### src/isf_params.svh
`ifndef ISF_PARAMS_SVH
`define ISF_PARAMS_SVH

// register indices; byte address is four times the index
`define ISF_IDX_FLAGS      8'h01
`define ISF_IDX_STATUS     8'h02
`define ISF_IDX_LOCK_CTL   8'h37
// reset values
`define ISF_FLAGS_RST      6'h00
`define ISF_STATUS_RST     8'h00
`define ISF_LOCK_CTL_RST   1'b0
// flag bit positions
`define ISF_FLG_SECOND     5
`define ISF_FLG_FIRST      4
`define ISF_FLG_LOCK       3
`define ISF_FLG_OVERFLOW   2
`define ISF_FLG_INPUT      1
`define ISF_FLG_EVENT      0
`define ISF_NUM_FLAGS      6
// status bit positions
`define ISF_ST_SECOND      7
`define ISF_ST_FIRST       6
`define ISF_ST_LOCKED      5
`define ISF_ST_EC_MSB      4
// lock control bit position
`define ISF_LOCK_EN_BIT    0
// bus answers
`define ISF_RESP_OKAY      2'h0
`define ISF_RESP_SLVERR    2'h2
`endif

### src/isf_pkg.sv
package isf_pkg;
   // register selected by an address
   typedef enum logic [1:0] {SEL_NONE, SEL_FLAGS, SEL_STATUS, SEL_LOCK} isf_sel_t;

   // one-cycle event pulses from the flag sources
   typedef struct packed {
      logic second_logic;
      logic first_logic;
      logic overflow;
      logic input_chg;
      logic input_is_fifo;
      logic key_chg;
      logic logic_fifo_evt;
   } isf_evt_t;

   // levels from the rest of the device
   typedef struct packed {
      logic       second_level;
      logic       first_level;
      logic       locked;
      logic [4:0] event_count;
      logic       any_pin_flag;
   } isf_stat_in_t;

   typedef struct packed {
      logic flag;
   } isf_flag_st_t;

   typedef struct packed {
      logic locked;
      logic mask;
      logic irq;
   } isf_lock_st_t;

   typedef struct packed {
      logic       awready;
      logic       wready;
      logic       arready;
      logic       aw_got;
      logic       w_got;
      isf_sel_t   wsel;
      logic [7:0] wdata;
      logic       wstrb0;
      logic       bvalid;
      logic [1:0] bresp;
      logic       rvalid;
      logic [7:0] rdata;
      logic [1:0] rresp;
      logic       lock_en;
      logic [7:0] status;
   } isf_top_st_t;
endpackage

### src/isf_flag_bit.sv
`timescale 1ns/100ps
module isf_flag_bit (
   // clock and reset
   input  wire logic sys_clk_i,
   input  wire logic rst_n_i,
   // event, clear request and clear veto
   input  wire logic set_i,
   input  wire logic clr_i,
   input  wire logic hold_i,
   // sticky flag
   output logic      flag_o
);
   isf_pkg::isf_flag_st_t st_d;
   isf_pkg::isf_flag_st_t st_q;

   // set wins over a clear in the same cycle so no event is lost
   always_comb begin
      st_d = st_q;
      if (set_i) begin
         st_d.flag = 1'b1;
      end else if (clr_i && !hold_i) begin
         st_d.flag = 1'b0;
      end
   end

   // flag register
   always_ff @(posedge sys_clk_i or negedge rst_n_i) begin
      if (!rst_n_i) begin
         st_q <= '0;
      end else begin
         st_q <= st_d;
      end
   end

   assign flag_o = st_q.flag;
endmodule

### src/isf_lock_evt.sv
`timescale 1ns/100ps
module isf_lock_evt (
   // clock and reset
   input  wire logic sys_clk_i,
   input  wire logic rst_n_i,
   // lock state and software cause
   input  wire logic locked_i,
   input  wire logic sw_cause_i,
   // lock change pulse
   output logic      lock_irq_o
);
   isf_pkg::isf_lock_st_t st_d;
   isf_pkg::isf_lock_st_t st_q;
   logic                  chg;

   assign chg = locked_i != st_q.locked;

   // a software-caused change is absorbed by the armed mask; the mask
   // stays armed until the engine actually changes state
   always_comb begin
      st_d        = st_q;
      st_d.locked = locked_i;
      st_d.irq    = chg && !st_q.mask && !sw_cause_i;
      if (sw_cause_i) begin
         st_d.mask = !chg;
      end else if (chg) begin
         st_d.mask = 1'b0;
      end
   end

   // state register
   always_ff @(posedge sys_clk_i or negedge rst_n_i) begin
      if (!rst_n_i) begin
         st_q <= '0;
      end else begin
         st_q <= st_d;
      end
   end

   assign lock_irq_o = st_q.irq;
endmodule

### src/isf_top.sv
// Design decision made here: the AXI4-Lite interface to the registers.
`timescale 1ns/100ps
`include "isf_params.svh"
module isf_top (
   // clock and reset
   input  wire logic                  sys_clk_i,
   input  wire logic                  rst_n_i,
   // axi4-lite write address
   input  wire logic [11:0]           s_axi_awaddr_i,
   input  wire logic [2:0]            s_axi_awprot_i,
   input  wire logic                  s_axi_awvalid_i,
   output logic                       s_axi_awready_o,
   // axi4-lite write data
   input  wire logic [31:0]           s_axi_wdata_i,
   input  wire logic [3:0]            s_axi_wstrb_i,
   input  wire logic                  s_axi_wvalid_i,
   output logic                       s_axi_wready_o,
   // axi4-lite write response
   output logic [1:0]                 s_axi_bresp_o,
   output logic                       s_axi_bvalid_o,
   input  wire logic                  s_axi_bready_i,
   // axi4-lite read address
   input  wire logic [11:0]           s_axi_araddr_i,
   input  wire logic [2:0]            s_axi_arprot_i,
   input  wire logic                  s_axi_arvalid_i,
   output logic                       s_axi_arready_o,
   // axi4-lite read data
   output logic [31:0]                s_axi_rdata_o,
   output logic [1:0]                 s_axi_rresp_o,
   output logic                       s_axi_rvalid_o,
   input  wire logic                  s_axi_rready_i,
   // flag sources and device levels
   input  wire isf_pkg::isf_evt_t     evt_i,
   input  wire isf_pkg::isf_stat_in_t stat_i,
   // to the lock engine and the interrupt pin logic
   output logic                       lock_en_o,
   output logic [7:0]                 irq_flags_o
);

   //--------------------------------------------------------------
   // address decode
   //--------------------------------------------------------------

   // only aligned words inside the index space are mapped
   function automatic isf_pkg::isf_sel_t isf_map(input logic [11:0] addr);
      logic [7:0] idx;
      idx = addr[9:2];
      if (addr[11:10] != 2'h0 || addr[1:0] != 2'h0) begin
         isf_map = isf_pkg::SEL_NONE;
      end else if (idx == `ISF_IDX_FLAGS) begin
         isf_map = isf_pkg::SEL_FLAGS;
      end else if (idx == `ISF_IDX_STATUS) begin
         isf_map = isf_pkg::SEL_STATUS;
      end else if (idx == `ISF_IDX_LOCK_CTL) begin
         isf_map = isf_pkg::SEL_LOCK;
      end else begin
         isf_map = isf_pkg::SEL_NONE;
      end
   endfunction

   //--------------------------------------------------------------
   // state
   //--------------------------------------------------------------

   isf_pkg::isf_top_st_t             st_d;
   isf_pkg::isf_top_st_t             st_q;
   logic                             do_wr;
   logic                             lock_wr;
   logic                             sw_cause;
   logic                             lock_irq;
   logic                             aw_take;
   logic                             w_take;
   logic                             ar_take;
   logic [`ISF_NUM_FLAGS-1:0]        set_vec;
   logic [`ISF_NUM_FLAGS-1:0]        clr_vec;
   logic [`ISF_NUM_FLAGS-1:0]        hold_vec;
   logic [`ISF_NUM_FLAGS-1:0]        flg;
   isf_pkg::isf_sel_t                rsel;

   // handshakes on the three request channels
   assign aw_take = s_axi_awvalid_i && st_q.awready;
   assign w_take  = s_axi_wvalid_i && st_q.wready;
   assign ar_take = s_axi_arvalid_i && st_q.arready;
   assign rsel    = isf_map(s_axi_araddr_i);

   // a write lands one cycle after both halves are held
   assign do_wr   = st_q.aw_got && st_q.w_got && !st_q.bvalid;
   assign lock_wr = do_wr && st_q.wsel == isf_pkg::SEL_LOCK && st_q.wstrb0;

   //--------------------------------------------------------------
   // flag sources
   //--------------------------------------------------------------

   // writing ones clears; bits 7 and 6 of the data are never used
   assign clr_vec = (do_wr && st_q.wsel == isf_pkg::SEL_FLAGS && st_q.wstrb0) ?
                    st_q.wdata[`ISF_NUM_FLAGS-1:0] : 6'h00;

   // only the general input flag can be vetoed
   always_comb begin
      hold_vec                 = 6'h00;
      hold_vec[`ISF_FLG_INPUT] = stat_i.any_pin_flag;
   end

   // software caused lock change: the write moves the state it asks for
   assign sw_cause = lock_wr &&
                     (st_q.wdata[`ISF_LOCK_EN_BIT] != st_q.lock_en) &&
                     (st_q.wdata[`ISF_LOCK_EN_BIT] != stat_i.locked);

   // event sources per flag bit
   always_comb begin
      set_vec                    = 6'h00;
      set_vec[`ISF_FLG_SECOND]   = evt_i.second_logic;
      set_vec[`ISF_FLG_FIRST]    = evt_i.first_logic;
      set_vec[`ISF_FLG_LOCK]     = lock_irq;
      set_vec[`ISF_FLG_OVERFLOW] = evt_i.overflow;
      set_vec[`ISF_FLG_INPUT]    = evt_i.input_chg && !evt_i.input_is_fifo;
      set_vec[`ISF_FLG_EVENT]    = evt_i.key_chg || evt_i.logic_fifo_evt ||
                                   (evt_i.input_chg && evt_i.input_is_fifo);
   end

   //--------------------------------------------------------------
   // sticky flags and lock change detection
   //--------------------------------------------------------------

   genvar gi;
   generate
      for (gi = 0; gi < `ISF_NUM_FLAGS; gi++) begin : g_flag
         isf_flag_bit u_flag (
            .sys_clk_i (sys_clk_i),
            .rst_n_i   (rst_n_i),
            .set_i     (set_vec[gi]),
            .clr_i     (clr_vec[gi]),
            .hold_i    (hold_vec[gi]),
            .flag_o    (flg[gi])
         );
      end
   endgenerate

   // lock engine changes become flag events unless software caused them
   isf_lock_evt u_lock (
      .sys_clk_i  (sys_clk_i),
      .rst_n_i    (rst_n_i),
      .locked_i   (stat_i.locked),
      .sw_cause_i (sw_cause),
      .lock_irq_o (lock_irq)
   );

   //--------------------------------------------------------------
   // bus slave and register file
   //--------------------------------------------------------------

   // next state of the slave, the lock control and the status copy
   always_comb begin
      st_d = st_q;
      // status is a registered copy of the device levels
      st_d.status[`ISF_ST_SECOND] = stat_i.second_level;
      st_d.status[`ISF_ST_FIRST]  = stat_i.first_level;
      st_d.status[`ISF_ST_LOCKED] = stat_i.locked;
      st_d.status[`ISF_ST_EC_MSB:0] = stat_i.event_count;
      // write address channel
      if (aw_take) begin
         st_d.aw_got  = 1'b1;
         st_d.awready = 1'b0;
         st_d.wsel    = isf_map(s_axi_awaddr_i);
      end
      // write data channel; only the low lane carries register bits
      if (w_take) begin
         st_d.w_got  = 1'b1;
         st_d.wready = 1'b0;
         st_d.wdata  = s_axi_wdata_i[7:0];
         st_d.wstrb0 = s_axi_wstrb_i[0];
      end
      // perform the write and raise the response
      if (do_wr) begin
         st_d.aw_got = 1'b0;
         st_d.w_got  = 1'b0;
         st_d.bvalid = 1'b1;
         st_d.bresp  = (st_q.wsel == isf_pkg::SEL_NONE) ? `ISF_RESP_SLVERR : `ISF_RESP_OKAY;
         if (lock_wr) begin
            st_d.lock_en = st_q.wdata[`ISF_LOCK_EN_BIT];
         end
      end
      // response taken: reopen both request channels
      if (st_q.bvalid && s_axi_bready_i) begin
         st_d.bvalid  = 1'b0;
         st_d.bresp   = `ISF_RESP_OKAY;
         st_d.awready = 1'b1;
         st_d.wready  = 1'b1;
      end
      // read address taken: data is captured in the same edge
      if (ar_take) begin
         st_d.arready = 1'b0;
         st_d.rvalid  = 1'b1;
         st_d.rresp   = `ISF_RESP_OKAY;
         unique case (rsel)
            isf_pkg::SEL_FLAGS: begin
               st_d.rdata = {2'h0, flg};
            end
            isf_pkg::SEL_STATUS: begin
               st_d.rdata = st_q.status;
            end
            isf_pkg::SEL_LOCK: begin
               st_d.rdata = {7'h00, st_q.lock_en};
            end
            isf_pkg::SEL_NONE: begin
               st_d.rdata = 8'h00;
               st_d.rresp = `ISF_RESP_SLVERR;
            end
         endcase
      end
      // read data taken
      if (st_q.rvalid && s_axi_rready_i) begin
         st_d.rvalid  = 1'b0;
         st_d.rdata   = 8'h00;
         st_d.rresp   = `ISF_RESP_OKAY;
         st_d.arready = 1'b1;
      end
      // readies come up at the first edge after reset
      if (!st_q.aw_got && !st_q.w_got && !st_q.bvalid && !st_q.awready &&
          !st_q.wready) begin
         st_d.awready = 1'b1;
         st_d.wready  = 1'b1;
      end
      if (!st_q.rvalid && !st_q.arready) begin
         st_d.arready = 1'b1;
      end
   end

   // one register for the whole slave state
   always_ff @(posedge sys_clk_i or negedge rst_n_i) begin
      if (!rst_n_i) begin
         st_q         <= '0;
         st_q.lock_en <= `ISF_LOCK_CTL_RST;
         st_q.status  <= `ISF_STATUS_RST;
      end else begin
         st_q <= st_d;
      end
   end

   //--------------------------------------------------------------
   // outputs
   //--------------------------------------------------------------

   // all straight from the state register or the flag registers
   assign s_axi_awready_o = st_q.awready;
   assign s_axi_wready_o  = st_q.wready;
   assign s_axi_bvalid_o  = st_q.bvalid;
   assign s_axi_bresp_o   = st_q.bresp;
   assign s_axi_arready_o = st_q.arready;
   assign s_axi_rvalid_o  = st_q.rvalid;
   assign s_axi_rresp_o   = st_q.rresp;
   assign s_axi_rdata_o   = {24'h000000, st_q.rdata};
   assign lock_en_o       = st_q.lock_en;
   assign irq_flags_o     = {2'h0, flg};
endmodule

### config.mk
export PLATFORM = sky130hd
export DESIGN_NAME = isf_top
export DESIGN_NICKNAME = d
export VERILOG_FILES = /design/src/isf_pkg.sv /design/src/isf_flag_bit.sv /design/src/isf_lock_evt.sv /design/src/isf_top.sv
export VERILOG_INCLUDE_DIRS = /design/src /design/src/src
export SDC_FILE = /design/constraint.sdc
export NUM_CORES = 1
export LEC_CHECK = 0
export BUFFER_PORTS_ARGS = -buffer_cell sky130_fd_sc_hd__buf_4
export CAP_MARGIN = 15
export CORE_UTILIZATION = 38
export DETAILED_ROUTE_END_ITERATION = 8
export PLACE_DENSITY = 0.85
export REMOVE_ABC_BUFFERS = 1
export SETUP_SLACK_MARGIN = 0.15
export SYNTH_ARGS = -nofsm -noshare
export SYNTH_HDL_FRONTEND = slang
export SYNTH_HIERARCHICAL = 1
export SYNTH_SLANG_ARGS = --single-unit
### constraint.sdc
create_clock -name sys_clk_i -period 1.55 [get_ports sys_clk_i]
set_clock_uncertainty 0.1 [all_clocks]
set_input_delay 0.2325 -clock sys_clk_i [delete_from_list [all_inputs] [get_ports sys_clk_i]]
set_output_delay 0.2325 -clock sys_clk_i [all_outputs]
set_load 0.01 [all_outputs]
==> reports/summary.txt <==
Switching power: 914 uW
Hold_ws: 0.0113 ns
Worst path cell trace: buf_6 -> or4_4 -> or4b_4 -> nor2_4 -> a221o_1
Reg power frac: 45.7%
Clk network pwr share: 27.7%
Mapped Area: 2090 um^2
DRT antenna net count: 0
Crit path capture type: register
CTS clk-pin slew, worst paths: 0.08 ns
Worst hold path class: in2reg
GRT overflow: 0
Fmax: 0.602 GHz
Setup WS pre-CTS: -0.480 ns
Longest Clk Path Bufs: 2
Tightest Pin Transition: 0.547 ns
Crit path from: s_axi_araddr_i[10]
Initial antenna violation count: 0
Tot Pwr: 3290 uW
I/O Pins: 139
Synth Area in Compound Gates: 11.9%
WP buf/inv: 1
Drt total wl: 4.54 mm
Placed cells: 332
Pleak: 0.00142 uW
Synth cell types: 34
Area of the multi-input gates: 857 um^2
Most common cell after layout, fill and taps aside: buf_4
Internal: 2380 uW
Kind of critical path: in2reg
Antenna diodes: 0
Normalized max-slew margin: 63.5%
Site Rows: 26
Synth Register Bits: 44
CP max stage delay: 0.55 ns
Sw frac: 27.8%
P per Cell Area: 1120 nW/um^2
Die Y-Extent: 76.2 um
Area share of and/or/nand/nor cells after synthesis: 16.1%
DR WL/cell: 12.8 um
I/O Buffers: 75
Top Family by Delay on Critical Path: simple AND/OR/NAND/NOR gates
RSZ-0062 raised after global routing: yes
Vias in the first global route: 1586
HP Start: evt_i[4]
Worst endpoint required time: 1.68 ns
Final-report hold violation count: 0
Adder-Cell Fraction of Synth Area: 0%
First-pass GRT wire length: 7.16 mm
Share of cells above drive strength 1: 42.3%
Post-synthesis area per instance: 11.3 um^2
Vias per cell: 4.66
FF+latch area: 1100 um^2
Comb pwr share: 26.6%
CTS Root Buffer Type: clkbuf_8
Synth-to-Final Area Change: 40.7%
Reg2reg start: s_axi_arready_o$_DFFE_PN0P_
Final Instance Count excl. Fillers: 354
First DRT Iteration DRCs: 81
Latest clock arrival within the worst-skew pair: 0.30 ns
CTS H-tree depth: 2
Clk sinks: 44
CP Max Fanout: 8
Max cap viols: 0
Final HPWL DP: 3.51 mm
Mux contribution to synthesized area: 4.30%
Largest net degree at the start of global routing: 45
Core area: 5200 um^2
Worst setup margin: -0.112 ns
CP Launch Type: primary input
Status: finished, violations left
Final setup fails: 8
RePlAce Congestion: 0.757
CTS tree: done
Crit path DAT: 1.79 ns
Min cycle time layout: 1.66 ns
Post-route DRC: 0
Filler cell count: 441
YS warnings: 6
Setup TNS: -0.731 ns
First-pass DRT Iterations: 4
Failing checks: setup timing
Nets: 372
GRT Util Overall: 15.6%
Vias post-DR: 1649
Final Max Tran Viols: 0
Post-synthesis sequential area ratio: 52.6%
Starting density of the core: 40.2%
DIE AREA: 5810 um^2
Largest family of logic cells by synthesized area: simple AND/OR/NAND/NOR gates
Slowest-stage cell, CP: or4b_4
Commonest cells after routing, fill and taps aside: buf_4 (82), dfrtp_1 (44), conb_1 (33)
Clock buffer count from CTS: 5
Tcrit/Tclk final: 107%
Post-Syn Instances: 186
XOR/XNOR Fraction of Synth Area: 0.418%
Maximum vdd drop: 1130 uV
Die Wd: 76.2 um
sequential cells by signal (all words and copies together) (netlist names):
signal / count
lock_en_o: 1
s_axi_wready_o: 1
g_flag.u_flag/flag_o: 6
u_lock/st_q: 2
s_axi_awready_o: 1
s_axi_arready_o: 1
s_axi_rvalid_o: 1
u_lock/lock_irq_o: 1
s_axi_bvalid_o: 1
s_axi_rresp_o: 1
s_axi_bresp_o: 1
s_axi_rdata_o: 8
st_q: 19
worst paths after layout:
check                                                      end  slack [ns]  cells past startpoint
setup / recovery                  s_axi_rdata_o[0]$_DFFE_PN0P_       -0.11                      5
max in group asynchronous                 st_q[24]$_DFFE_PN0P_        0.60                      2
setup reg to reg                  s_axi_rdata_o[0]$_DFFE_PN0P_       -0.03                      4
min in group asynchronous                    st_q[2]$_DFF_PN0_        0.37                      2
hold reg to reg                    u_lock/lock_irq_o$_DFF_PN0_        0.32                      1
hold / removal             g_flag[2].u_flag/flag_o$_DFFE_PN0P_        0.01                      2
through the flow:
step                      instance area [um^2]  utilization, %
after floorplan                           1930               -
after global placement                    2630            50.6
after detailed placement                  2630            50.6
after CTS                                 2900            55.7
after global routing                      2950            56.6
final                                     2950            56.6
Yosys cell counts:
master,number,share of area (%)
or4_4,1,0.54
nand4_1,3,0.90
nor3_1,5,1.2
inv_1,5,0.90
nor4_1,3,0.90
conb_1,1,0.18
nor2b_1,1,0.30
a32o_1,2,0.96
nor2_4,1,0.54
nor3b_1,1,0.36
xnor2_1,1,0.42
a311oi_1,1,0.42
o21ai_0,8,1.9
a211o_1,1,0.42
or3b_2,1,0.42
or3_1,2,0.60
nand2b_1,6,1.8
a21o_1,6,2.2
buf_4,38,14
a21oi_1,5,1.2
nand2_1,7,1.3
nand3_1,3,0.72
mux2_2,8,4.3
a221o_1,6,2.9
a22o_1,2,0.84
nand3b_1,3,1.1
and2_1,7,2.1
a32oi_1,2,0.84
or4b_4,1,0.66
dfrtp_1,44,53
nor2_2,1,0.30
o21a_1,1,0.36
and3_1,7,2.1
nor2_1,2,0.36
area by class of cell:
type | count | share of cell area, %
Sequential cell | 44 | 37.4
Multi-Input combinational cell | 131 | 29.1
Timing Repair Buffer | 96 | 25.8
Tap cell | 70 | 2.97
Clock buffer | 6 | 2.80
Clock inverter | 2 | 1.32
Inverter | 5 | 0.637
power groups by stage:
| stage | clock [uW] | combinational [uW] | sequential (uW) |
|---|---|---|---|
| 2_1_floorplan | 0 | 331 | 1510 |
| 5_1_grt | 975 | 968 | 1540 |
| 3_5_place_dp | 0 | 725 | 1510 |
| 3_3_place_gp | 0 | 692 | 1490 |
| 6_report | 912 | 875 | 1510 |
| 4_1_cts | 935 | 801 | 1500 |
kinds of logic after synthesis:
family | Yosys count
multiplexers | 8
buffers and inverters | 43
XOR/XNOR | 1
other | 1
AND/OR/NAND/NOR | 55
AO/OA/AOI/OAI | 34
flip-flops | 44
metal layers:
metal | part of all wire, % | GRT usage, % | wire length (um) | vias up
met3 | 6.9 | 5.63 | 313 | 3
met2 | 51 | 28.3 | 2320 | 70
met1 | 41 | 17.7 | 1880 | 792
met4 | 0.57 | 2.31 | 26 | 0
li1 | - | - | - | 784
met5 | 0 | 0 | 0 | -
repair_timing:
item | CTS | global route
hold buffers | 9 | 0
endpoints found under the hold margin | 53 | 0
pin swaps | 20 | 6
setup buffers | 2 | 3
gates resized for setup | 13 | 6
endpoints found under the setup margin | 17 | 17
Note: power is estimated with default switching activity, not from simulation.
